### src/common/guard_map.vh
// Constants for the transient and over-current guard block
`ifndef GUARD_MAP_VH
`define GUARD_MAP_VH
// AXI4-Lite register byte offsets
`define REG_CTRL        4'h0
`define REG_STATUS      4'h4
`define REG_STRAP       4'h8
`define REG_QR_CFG      4'hC
// Control field positions
`define CTRL_CLEAR_BIT  0
`define CTRL_QR_EN_BIT  1
`define CTRL_RST_VAL    32'h0000_0002
// Strap band decode: band of 100 mV steps, 16 bands from 75 mV
`define STRAP_BAND_W    4
// Quick-response settings for the 35 mV / 1.3 x band (band 12)
`define QR_BAND_35MV    4'hC
`define QUICK_RESPONSE_THRESHOLD_35MV      8'd35
`define QUICK_RESPONSE_WIDTH_X10    8'd13
// Step threshold codes in mV (0 = disabled)
`define STEP_TH_15      8'd15
`define STEP_TH_30      8'd30
`define STEP_TH_60      8'd60
`define STEP_TH_OFF     8'd0
// Summed trip scale: 160 percent of the 0.4 V monitor point
`define SUM_OC_PCT      8'd160
`define SUM_OC_BASE     8'd100
// Clock rate and times
`define CLK_MHZ         40
`define SUM_DELAY_US    40
`define SUM_MASK_US     80
`define SPIKE_DELAY_US  1
`define STEP_WIN_US     2
`define SUM_DELAY_CYC   (`SUM_DELAY_US * `CLK_MHZ)
`define SUM_MASK_CYC    (`SUM_MASK_US * `CLK_MHZ)
`define SPIKE_DELAY_CYC (`SPIKE_DELAY_US * `CLK_MHZ)
`define STEP_WIN_CYC    (`STEP_WIN_US * `CLK_MHZ)
`endif

### src/core/hold_timer.v
// Continuous-condition delay timer with an expiry flag held while the condition lasts
`timescale 1ns/1ps
module hold_timer #(
  parameter WIDTH = 12
) (
  // Clock and reset
  input  wire             i_core_clk,
  input  wire             i_sys_rst,
  // Condition and length
  input  wire             i_cond,
  input  wire [WIDTH-1:0] i_len,
  // Result
  output reg              o_done
);
  reg [WIDTH-1:0] count;

  // Counts while the condition holds; any gap restarts the count
  always @(posedge i_core_clk) begin
    if (i_sys_rst || !i_cond) begin
      count  <= {WIDTH{1'b0}};
      o_done <= 1'b0;
    end else if (count + 1'b1 >= i_len) begin
      o_done <= 1'b1;
    end else begin
      count  <= count + 1'b1;
      o_done <= 1'b0;
    end
  end
endmodule // hold_timer

### src/core/transient_and_overcurrent_guard.v
// Quick response, overshoot guard, over-current trips and strap decode
`timescale 1ns/1ps
`include "guard_map.vh"
// What this block does
// - On a large load step, pulse all high gates once together.
// - Trigger comes from output sense drop compared with the set threshold.
// - Each event uses a threshold and a width in on-time multiples.
// - Threshold comes from pin a and width from pin b (pin a sets both in band 12); main rail only.
// - Strap band 1.261 to 1.291 V selects 35 mV and 1.3 x on-time.
// - Aux temperature pin enables zero load-line on the agent rail.
// - Pin a bit 0 enables the overshoot guard; pin b bit 0 is only latched for status.
// - Guard turns low gate off when output reaches target (alert low).
// - While the guard is active both gates are masked.
// - The guard also acts on load-transient overshoot.
// - Pin c sixteen bands pick main and aux step thresholds.
// - Any over-current trip holds both switches off.
// - Summed threshold is 160 percent of the 0.4 V monitor current.
// - Summed trip latches after 40 us continuous excess.
// - Summed detection masked during a step and 80 us after.
// - Spike trip checks current during the first step, per max level.
// - Spike trip latches after 1 us above the spike threshold.
// - Step compensation window lasts 2 us from each step rise, one window for both rails.
module transient_and_overcurrent_guard #(
  parameter PHASES    = 2,
  parameter SENSE_W   = 12,
  parameter SUM_MASK  = `SUM_MASK_CYC
) (
  // Clock and reset
  input  wire               i_core_clk,
  input  wire               i_sys_rst,
  // AXI4-Lite write address and data
  input  wire               s_axi_awvalid,
  output wire               s_axi_awready,
  input  wire [3:0]         s_axi_awaddr,
  input  wire               s_axi_wvalid,
  output wire               s_axi_wready,
  input  wire [31:0]        s_axi_wdata,
  input  wire [3:0]         s_axi_wstrb,
  // AXI4-Lite write response
  output reg                s_axi_bvalid,
  input  wire               s_axi_bready,
  output reg  [1:0]         s_axi_bresp,
  // AXI4-Lite read
  input  wire               s_axi_arvalid,
  output wire               s_axi_arready,
  input  wire [3:0]         s_axi_araddr,
  output reg                s_axi_rvalid,
  input  wire               s_axi_rready,
  output reg  [31:0]        s_axi_rdata,
  output reg  [1:0]         s_axi_rresp,
  // Strap bands (digitised pin voltages, one band per 100 mV)
  input  wire [3:0]         i_config_pin_a,
  input  wire [3:0]         i_config_pin_b,
  input  wire [3:0]         i_config_pin_c,
  input  wire               i_aux_temp_config_pin,
  // Sensing
  input  wire [SENSE_W-1:0] i_output_sense,
  input  wire [SENSE_W-1:0] i_target_level,
  input  wire               i_alert_n,
  input  wire [SENSE_W-1:0] i_current_monitor,
  input  wire [SENSE_W-1:0] i_monitor_04,
  input  wire [SENSE_W-1:0] i_spike_level,
  input  wire               i_dynamic_voltage_step,
  input  wire               i_on_time_tick,
  // Gate requests from the modulator
  input  wire [PHASES-1:0]  i_pwm_high,
  input  wire [PHASES-1:0]  i_pwm_low,
  // Gate outputs, decoded settings and step window
  output reg  [PHASES-1:0]  o_high_side_gate,
  output reg  [PHASES-1:0]  o_low_side_gate,
  output reg                o_zero_load_line_agent,
  output reg  [7:0]         o_dynamic_step_threshold_main,
  output reg  [7:0]         o_dynamic_step_threshold_aux,
  output reg                o_step_window
);
  reg        strap_done;
  reg  [3:0] band_a;
  reg  [3:0] band_b;
  reg        guard_en_main;
  reg        guard_en_aux;
  reg  [7:0] quick_response_threshold;
  reg  [7:0] quick_response_width;
  reg        qr_enable;
  reg        qr_armed;
  reg        qr_active;
  reg  [7:0] qr_ticks;
  reg        guard_active;
  reg        sum_trip;
  reg        spike_trip;
  reg        first_step_seen;
  reg        in_first_step;
  reg        step_d;
  reg [12:0] mask_cnt;
  reg  [7:0] win_cnt;
  reg        aw_hold;
  reg  [3:0] aw_addr;
  reg        w_hold;
  reg [31:0] w_data;
  reg  [3:0] w_strb;
  wire       sum_over;
  wire       sum_masked;
  wire       sum_done;
  wire       spike_done;
  wire       fault;
  wire [SENSE_W-1:0] drop;
  wire [SENSE_W+7:0] sum_limit;
  wire [SENSE_W+7:0] sum_scaled;
  // Sized copies of the control reset value and timing constants, window length less one
  localparam [31:0]  CTRL_RST = `CTRL_RST_VAL;
  localparam integer WIN_LEN  = `STEP_WIN_CYC - 1;
  localparam integer SUM_DLY  = `SUM_DELAY_CYC;
  localparam integer SPK_DLY  = `SPIKE_DELAY_CYC;

  // Strap sampling once after reset release, then frozen
  always @(posedge i_core_clk) begin
    if (i_sys_rst) begin
      strap_done                    <= 1'b0;
      band_a                        <= 4'h0;
      band_b                        <= 4'h0;
      guard_en_main                 <= 1'b0;
      guard_en_aux                  <= 1'b0;
      o_zero_load_line_agent        <= 1'b0;
      o_dynamic_step_threshold_main <= `STEP_TH_OFF;
      o_dynamic_step_threshold_aux  <= `STEP_TH_OFF;
    end else if (!strap_done) begin
      strap_done             <= 1'b1;
      band_a                 <= i_config_pin_a;
      band_b                 <= i_config_pin_b;
      guard_en_main          <= i_config_pin_a[0];
      guard_en_aux           <= i_config_pin_b[0];
      o_zero_load_line_agent <= i_aux_temp_config_pin;
      o_dynamic_step_threshold_main <=
        step_code(i_config_pin_c[3:2]);
      o_dynamic_step_threshold_aux  <=
        step_code(i_config_pin_c[1:0]);
    end
  end

  // Four-way step threshold code: 15, 30, 60, disabled
  function [7:0] step_code;
    input [1:0] sel;
    begin
      case (sel)
        2'd0:    step_code = `STEP_TH_15;
        2'd1:    step_code = `STEP_TH_30;
        2'd2:    step_code = `STEP_TH_60;
        default: step_code = `STEP_TH_OFF;
      endcase
    end
  endfunction

  // Quick-response threshold from the main-rail strap band, width from band b outside band 12
  always @* begin
    case (band_a)
      `QR_BAND_35MV: begin
        quick_response_threshold = `QUICK_RESPONSE_THRESHOLD_35MV;
        quick_response_width     = `QUICK_RESPONSE_WIDTH_X10;
      end
      default: begin
        quick_response_threshold = 8'd15 + {2'b00, band_a, 2'b00};
        quick_response_width     = 8'd10 + {4'h0, band_b};
      end
    endcase
  end

  // Output droop below target
  assign drop = (i_target_level > i_output_sense) ?
                (i_target_level - i_output_sense) : {SENSE_W{1'b0}};

  // Quick-response one-shot, width counted in tenths of on-time
  always @(posedge i_core_clk) begin
    if (i_sys_rst) begin
      qr_armed  <= 1'b1;
      qr_active <= 1'b0;
      qr_ticks  <= 8'h00;
    end else if (qr_active) begin
      if (i_on_time_tick) begin
        if (qr_ticks + 8'd1 >= quick_response_width) begin
          qr_active <= 1'b0;
        end
        qr_ticks <= qr_ticks + 8'd1;
      end
    end else if (qr_enable && qr_armed && strap_done &&
                 drop >= {{(SENSE_W-8){1'b0}},
                          quick_response_threshold}) begin
      qr_active <= 1'b1;
      qr_armed  <= 1'b0;
      qr_ticks  <= 8'h00;
    end else if (drop < {{(SENSE_W-8){1'b0}},
                         quick_response_threshold}) begin
      qr_armed <= 1'b1;
    end
  end

  // Overshoot guard on step-up arrival or load-release overshoot
  always @(posedge i_core_clk) begin
    if (i_sys_rst) begin
      guard_active <= 1'b0;
    end else begin
      guard_active <= guard_en_main &&
                      (!i_alert_n ||
                       (i_output_sense > i_target_level));
    end
  end

  // Step edge, first-step flag, mask and 2 us windows
  always @(posedge i_core_clk) begin
    if (i_sys_rst) begin
      step_d          <= 1'b0;
      first_step_seen <= 1'b0;
      in_first_step   <= 1'b0;
      mask_cnt        <= 13'h0000;
      win_cnt         <= 8'h00;
      o_step_window   <= 1'b0;
    end else begin
      step_d <= i_dynamic_voltage_step;
      if (i_dynamic_voltage_step && !step_d) begin
        in_first_step   <= !first_step_seen;
        first_step_seen <= 1'b1;
        win_cnt         <= WIN_LEN[7:0];
        o_step_window   <= 1'b1;
      end else if (win_cnt != 8'h00) begin
        win_cnt <= win_cnt - 8'h01;
      end else begin
        o_step_window <= 1'b0;
      end
      if (!i_dynamic_voltage_step && step_d) begin
        in_first_step <= 1'b0;
      end
      if (i_dynamic_voltage_step) begin
        mask_cnt <= SUM_MASK[12:0];
      end else if (mask_cnt != 13'h0000) begin
        mask_cnt <= mask_cnt - 13'h0001;
      end
    end
  end

  // Summed limit: 160 percent of the 0.4 V monitor point
  assign sum_limit  = i_monitor_04 * `SUM_OC_PCT;
  // Current times 100 keeps the percent compare exact
  assign sum_scaled = i_current_monitor * `SUM_OC_BASE;
  assign sum_masked = i_dynamic_voltage_step || (mask_cnt != 13'h0000);
  assign sum_over   = !sum_masked && (sum_scaled > sum_limit);

  // 40 us continuous-excess timer for the summed trip
  hold_timer #(.WIDTH(12)) u_sum_timer (
    .i_core_clk (i_core_clk),
    .i_sys_rst  (i_sys_rst),
    .i_cond     (sum_over),
    .i_len      (SUM_DLY[11:0]),
    .o_done     (sum_done)
  );

  // 1 us timer for the spike trip during the first step
  hold_timer #(.WIDTH(12)) u_spike_timer (
    .i_core_clk (i_core_clk),
    .i_sys_rst  (i_sys_rst),
    .i_cond     (in_first_step &&
                 (i_current_monitor > i_spike_level)),
    .i_len      (SPK_DLY[11:0]),
    .o_done     (spike_done)
  );

  // Latched faults clear only by reset
  always @(posedge i_core_clk) begin
    if (i_sys_rst) begin
      sum_trip   <= 1'b0;
      spike_trip <= 1'b0;
    end else begin
      if (sum_done) begin
        sum_trip <= 1'b1;
      end
      if (spike_done) begin
        spike_trip <= 1'b1;
      end
    end
  end

  assign fault = sum_trip || spike_trip;

  // Gate drive with fault, guard and quick-response priority
  always @(posedge i_core_clk) begin
    if (i_sys_rst) begin
      o_high_side_gate <= {PHASES{1'b0}};
      o_low_side_gate  <= {PHASES{1'b0}};
    end else if (fault) begin
      o_high_side_gate <= {PHASES{1'b0}};
      o_low_side_gate  <= {PHASES{1'b0}};
    end else if (guard_active) begin
      o_high_side_gate <= {PHASES{1'b0}};
      o_low_side_gate  <= {PHASES{1'b0}};
    end else if (qr_active) begin
      o_high_side_gate <= {PHASES{1'b1}};
      o_low_side_gate  <= {PHASES{1'b0}};
    end else begin
      o_high_side_gate <= i_pwm_high;
      o_low_side_gate  <= i_pwm_low & ~i_pwm_high;
    end
  end

  // AXI4-Lite write path: address and data held until both present
  assign s_axi_awready = !aw_hold && !s_axi_bvalid;
  assign s_axi_wready  = !w_hold && !s_axi_bvalid;
  always @(posedge i_core_clk) begin
    if (i_sys_rst) begin
      aw_hold      <= 1'b0;
      w_hold       <= 1'b0;
      aw_addr      <= 4'h0;
      w_data       <= 32'h0000_0000;
      w_strb       <= 4'h0;
      s_axi_bvalid <= 1'b0;
      s_axi_bresp  <= 2'b00;
      qr_enable    <= CTRL_RST[`CTRL_QR_EN_BIT];
    end else begin
      if (s_axi_awvalid && s_axi_awready) begin
        aw_hold <= 1'b1;
        aw_addr <= s_axi_awaddr;
      end
      if (s_axi_wvalid && s_axi_wready) begin
        w_hold <= 1'b1;
        w_data <= s_axi_wdata;
        w_strb <= s_axi_wstrb;
      end
      if (aw_hold && w_hold) begin
        aw_hold      <= 1'b0;
        w_hold       <= 1'b0;
        s_axi_bvalid <= 1'b1;
        s_axi_bresp  <= (aw_addr == `REG_CTRL) ? 2'b00 : 2'b10;
        if (aw_addr == `REG_CTRL && w_strb[0]) begin
          qr_enable <= w_data[`CTRL_QR_EN_BIT];
        end
      end else if (s_axi_bvalid && s_axi_bready) begin
        s_axi_bvalid <= 1'b0;
      end
    end
  end

  // AXI4-Lite read path
  assign s_axi_arready = !s_axi_rvalid;
  always @(posedge i_core_clk) begin
    if (i_sys_rst) begin
      s_axi_rvalid <= 1'b0;
      s_axi_rdata  <= 32'h0000_0000;
      s_axi_rresp  <= 2'b00;
    end else if (s_axi_arvalid && s_axi_arready) begin
      s_axi_rvalid <= 1'b1;
      s_axi_rresp  <= 2'b00;
      case (s_axi_araddr)
        `REG_CTRL:   s_axi_rdata <= {30'h0, qr_enable, 1'b0};
        `REG_STATUS: s_axi_rdata <= {24'h0, guard_en_aux, guard_en_main,
                                     o_step_window, guard_active,
                                     qr_active, spike_trip, sum_trip,
                                     strap_done};
        `REG_STRAP:  s_axi_rdata <= {20'h0, i_config_pin_c, band_b, band_a};
        `REG_QR_CFG: s_axi_rdata <= {16'h0, quick_response_width,
                                     quick_response_threshold};
        default: begin
          s_axi_rdata <= 32'h0000_0000;
          s_axi_rresp <= 2'b10;
        end
      endcase
    end else if (s_axi_rvalid && s_axi_rready) begin
      s_axi_rvalid <= 1'b0;
    end
  end
endmodule // transient_and_overcurrent_guard

### config.mk
export PLATFORM = sky130hd
export DESIGN_NAME = transient_and_overcurrent_guard
export DESIGN_NICKNAME = d
export VERILOG_FILES = /design/src/core/hold_timer.v /design/src/core/transient_and_overcurrent_guard.v
export VERILOG_INCLUDE_DIRS = /design/src /design/src/common
export SDC_FILE = /design/constraint.sdc
export NUM_CORES = 1
export LEC_CHECK = 0
export BUFFER_PORTS_ARGS = -buffer_cell sky130_fd_sc_hd__buf_2
export CAP_MARGIN = 5
export CORE_MARGIN = 2
export CORE_UTILIZATION = 35
export DETAILED_ROUTE_END_ITERATION = 10
export PLACE_DENSITY = 0.54
export SLEW_MARGIN = 10
export SYNTH_ARGS = -nofsm -noshare
export SYNTH_HDL_FRONTEND = slang
export SYNTH_SLANG_ARGS = --single-unit
### constraint.sdc
create_clock -name i_core_clk -period 12 [get_ports i_core_clk]
set_clock_uncertainty 0.1 [all_clocks]
set_input_delay 1.2 -clock i_core_clk [delete_from_list [all_inputs] [get_ports i_core_clk]]
set_output_delay 1.2 -clock i_core_clk [all_outputs]
set_load 0.1 [all_outputs]
==> Flow_metrics.wiki <==
{| class="wikitable"
! Metric !! Value
|-
| Shortest clock period the worst path allows after layout || 5850 ps
|-
| Post-synth ARST share || 0
|-
| Clock tree from TritonCTS || done
|-
| Hpwl dp || 14.6 mm
|-
| Setup repair after global routing missed its margin || no
|-
| End of the worst register-to-register path || qr_active
|-
| Final non-filler cell total || 1472
|-
| Leakage power figure || around 4.7 nW
|-
| Run status || complete, no violations
|-
| WP data required || between 10000 and 15000 ps
|-
| Post-Syn Area || 8430 sq um
|-
| Max Buffers Root-to-Sink || 2
|-
| Source of the worst register-to-register timing path || band_a[0]
|-
| Aggregate negative setup slack || 0 ps
|-
| Overall fraction of global-route tracks in use || 0.148
|-
| Vias per std cell || between 4 and 5
|-
| Highest net fanout along the worst path || 13
|-
| Area of the multi-input gates || 5550 sq um
|-
| Number of ports placed on the die boundary || between 150 and 200
|-
| Number of endpoints with negative hold slack in the final report || 0
|-
| Placed cell areas || around 9300 sq um
|-
| Number of synthesized register bits || 114
|-
| CP bufs+invs || 2
|-
| Gate count after technology mapping || 1014
|-
| H-tree depth reported by CTS || 4
|-
| Worst setup path class || in -> reg
|-
| Sequential share of the synthesized area || 0.271
|-
| GR Overflow Total || 0
|-
| Post-CTS setup buffers || 0
|-
| Cell occurring most often along the worst timing path || sky130_fd_sc_hd__ha_1
|-
| Die Outline Area || 25300 sq um
|-
| Most used flip-flop cell after synthesis || sky130_fd_sc_hd__dfxtp_1
|-
| Routability Congestion || ~0.81
|-
| DR DRC count || 0
|-
| Final routed wire length divided by cell count || 12.5 um
|-
| Global-route wire length before repair || between 30 and 40 mm
|-
| Period Utilization, post-route || 0.488
|-
| Max_slew headroom || 0.436
|-
| Detailed Route Iter0 Violations || about 300
|-
| EDFF count, synth || 0
|-
| Pin count of the biggest net entering global routing || 66
|-
| Initial standard-cell utilization of the core || 0.358
|-
| Worst reg2reg setup slack || 8830 ps
|-
| Crit path from || i_current_monitor[2]
|-
| Worst Path Arrival || 6050 ps
|-
| Max-Cap Viols || 0
|-
| Largest voltage drop on the vdd net || 0.0898 mV
|-
| Clock tree sinks || 114
|-
| Chip height || between 150 and 200 um
|-
| Depth of the most critical reg-to-reg path || 11
|-
| Number of global-route vias before repair || 6606
|-
| Slew @ Worst Pin || 843 ps
|-
| CTS clk-pin slew, worst paths || ~50 ps
|-
| Final Max Tran Viols || 0
|-
| Post-synth cell types || 65
|-
| Origin of the worst min-delay path || u_spike_timer.o_done
|-
| Count of TritonRoute iterations in the first routing pass || 6
|-
| Layout cell share with drive strength beyond 1 || 0.162
|-
| Placed cell count || 1439
|-
| Capture point of the worst path || u_sum_timer.count[11]
|-
| Worst hold path type || reg -> reg
|-
| PortBufs || about 130
|-
| Stages on worst setup path || 21
|-
| Synthesis-to-layout area growth || 17.8%
|-
| Rows || 56
|-
| Power Total || 0.00142 W
|-
| Post-route ant nets || 0
|-
| Synthesized area divided by synthesized cell count || between 8 and 9 sq um
|-
| Total CTS buffers || 17
|-
| Detailed-route via count || 7127
|-
| Core utilization of the finished layout || 0.422
|-
| Yosys warnings || 0
|-
| Total length of routed wires || 18.5 mm
|-
| Final setup viols || 0
|-
| Number of antenna violations at the first check in global routing || 1
|-
| Max Clock Freq || approximately 170 MHz
|-
| Post-CTS Hold Fix Bufs || 0
|-
| Placeable Area || 23500 sq um
|-
| Clock root buffer || sky130_fd_sc_hd__clkbuf_16
|-
| Power density over the cells || between 100 and 150 nW/um^2
|-
| Kind of cell adding the most delay to the critical path || adder cells
|-
| Final Cell Area || between 9000 and 10000 sq um
|-
| Maximum single-stage delay on the critical path || 700 ps
|-
| Startpoint type of the worst setup path || primary input
|-
| Kind of end point of the critical path || flop
|-
| Worst-path cell with the longest stage delay || sky130_fd_sc_hd__a2111oi_0
|-
| Cell breakdown of the critical path || buf_2 > ha_1 > ha_1 > fa_1 > ha_1 > a21o_1 > a21oi_1 > o21a_1 > nor3_1 > a2111oi_0 > a21oi_1 > xor2_1 > ha_1 > nand4_1 > nor4b_1 > nand2_1 > nand4_1 > a41oi_1 > o41ai_2 > buf_4 > nor3_1
|-
| Clock latency at the later pin of the worst-skew pair || 420 ps
|-
| Cts repair resizes || 0
|-
| FF+latch area || 2280 sq um
|-
| Horiz. Die Dim || roughly 160 um
|-
| Total of fill cells in the finished design || 2452
|-
| Final-stage net count || 1404
|}
==> where the power goes <==
part / internal (W) / total (W) / leakage, nW / switching (W)
Sequential: 0.000401 / 0.000420 / 0.931 / 0.0000195
Combinational: 0.000170 / 0.000452 / 3.49 / 0.000282
Clock: 0.000373 / 0.000552 / 0.306 / 0.000179
Total: 0.000944 / 0.00142 / 4.72 / 0.000481
==> Yosys cell counts (22+ instances only) <==
cell type                 count  area share
sky130_fd_sc_hd__xnor2_1     43       0.045
sky130_fd_sc_hd__nor3_1      29       0.017
sky130_fd_sc_hd__o21ai_0     27       0.016
sky130_fd_sc_hd__ha_1       125        0.19
sky130_fd_sc_hd__nand3_1     28       0.017
sky130_fd_sc_hd__nor2_1     136       0.061
sky130_fd_sc_hd__buf_4       28       0.025
sky130_fd_sc_hd__inv_1       88       0.039
sky130_fd_sc_hd__nand2_1     43       0.019
sky130_fd_sc_hd__a21oi_1     71       0.042
sky130_fd_sc_hd__mux2i_1     25       0.030
sky130_fd_sc_hd__xor2_1      22       0.023
sky130_fd_sc_hd__dfxtp_1    114        0.27
==> per-layer routing <==
layer,wire length [um],GRT usage,share of wire,vias to the layer above
met5,0,0,0,-
li1,-,-,-,3749
met2,8390,0.237,0.45,131
met1,9140,0.196,0.49,3226
met3,711,0.0326,0.039,21
met4,224,0.0529,0.012,0
==> final cells by class <==
cell class,count,area share
timing repair buffer,139,0.0713
tap,319,0.0402
clock buffer,19,0.0446
antenna,1,0.000252
sequential,114,0.230
clock inverter,13,0.0209
multi-input combinational,778,0.559
inverter,89,0.0336
==> cell usage in the layout, fill, tap and decap left out, drive strengths merged, types with 8 or more instances in the layout <==
master  count
and2       10
or3         8
nand2b      9
fa          9
nor4       10
nor2      137
nor2b      12
a21o       14
ha        125
nand2      43
buf       139
inv        89
o21ai      27
conb       25
a22oi      14
xnor2      43
clkbuf     19
xor2       22
nand3      28
mux2i      25
a211oi      8
a21oi      72
and3       11
dfxtp     114
nand4      18
nor3       29
==> how the worst min path moves through the flow <==
stage               slack [ps]          to  cells past startpoint
finish                     340  spike_trip                      2
detailed placement         330  spike_trip                      2
global route               360  spike_trip                      2
CTS                        340  spike_trip                      2
floorplan                  310  spike_trip                      2
global placement           310    sum_trip                      2
==> worst register-to-register path, delay by kind of cell, from the launching register on <==
family	cells	cell delay, ps
simple gates	4	720
flops	1	380
fa+ha+maj	1	260
compound gates	6	1610
==> flip-flops by register name (all words and copies together), names as in the netlist, 2 cells and up <==
| name | flops |
|---|---|
| win_cnt | 8 |
| band_b | 4 |
| mask_cnt | 13 |
| o_low_side_gate | 2 |
| o_high_side_gate | 2 |
| u_sum_timer.count | 12 |
| o_dynamic_step_threshold_aux | 5 |
| qr_ticks | 8 |
| band_a | 4 |
| aw_addr | 4 |
| u_spike_timer.count | 12 |
| s_axi_rdata | 13 |
| o_dynamic_step_threshold_main | 5 |
==> through the flow <==
step	worst slack [ps]	hold WS (ps)
floorplan	6400	311
global placement	5750	314
detailed placement	5790	325
CTS	6200	338
global route	5890	362
finish	6150	336
==> logic make-up (layout without fill, tap and decap cells) <==
family	count (synthesis)	in the layout	share of synthesized area
AOI/OAI and AO/OA	192	192	0.149
and+or+nand+nor	335	335	0.190
muxes	27	27	0.0328
xor gates and xnor gates	65	65	0.0675
DFF	114	114	0.271
buffers and inverters	146	260	0.0819
other	1	26	0.000445
adders and majority gates	134	134	0.207
(Power assumes the default switching activity.)
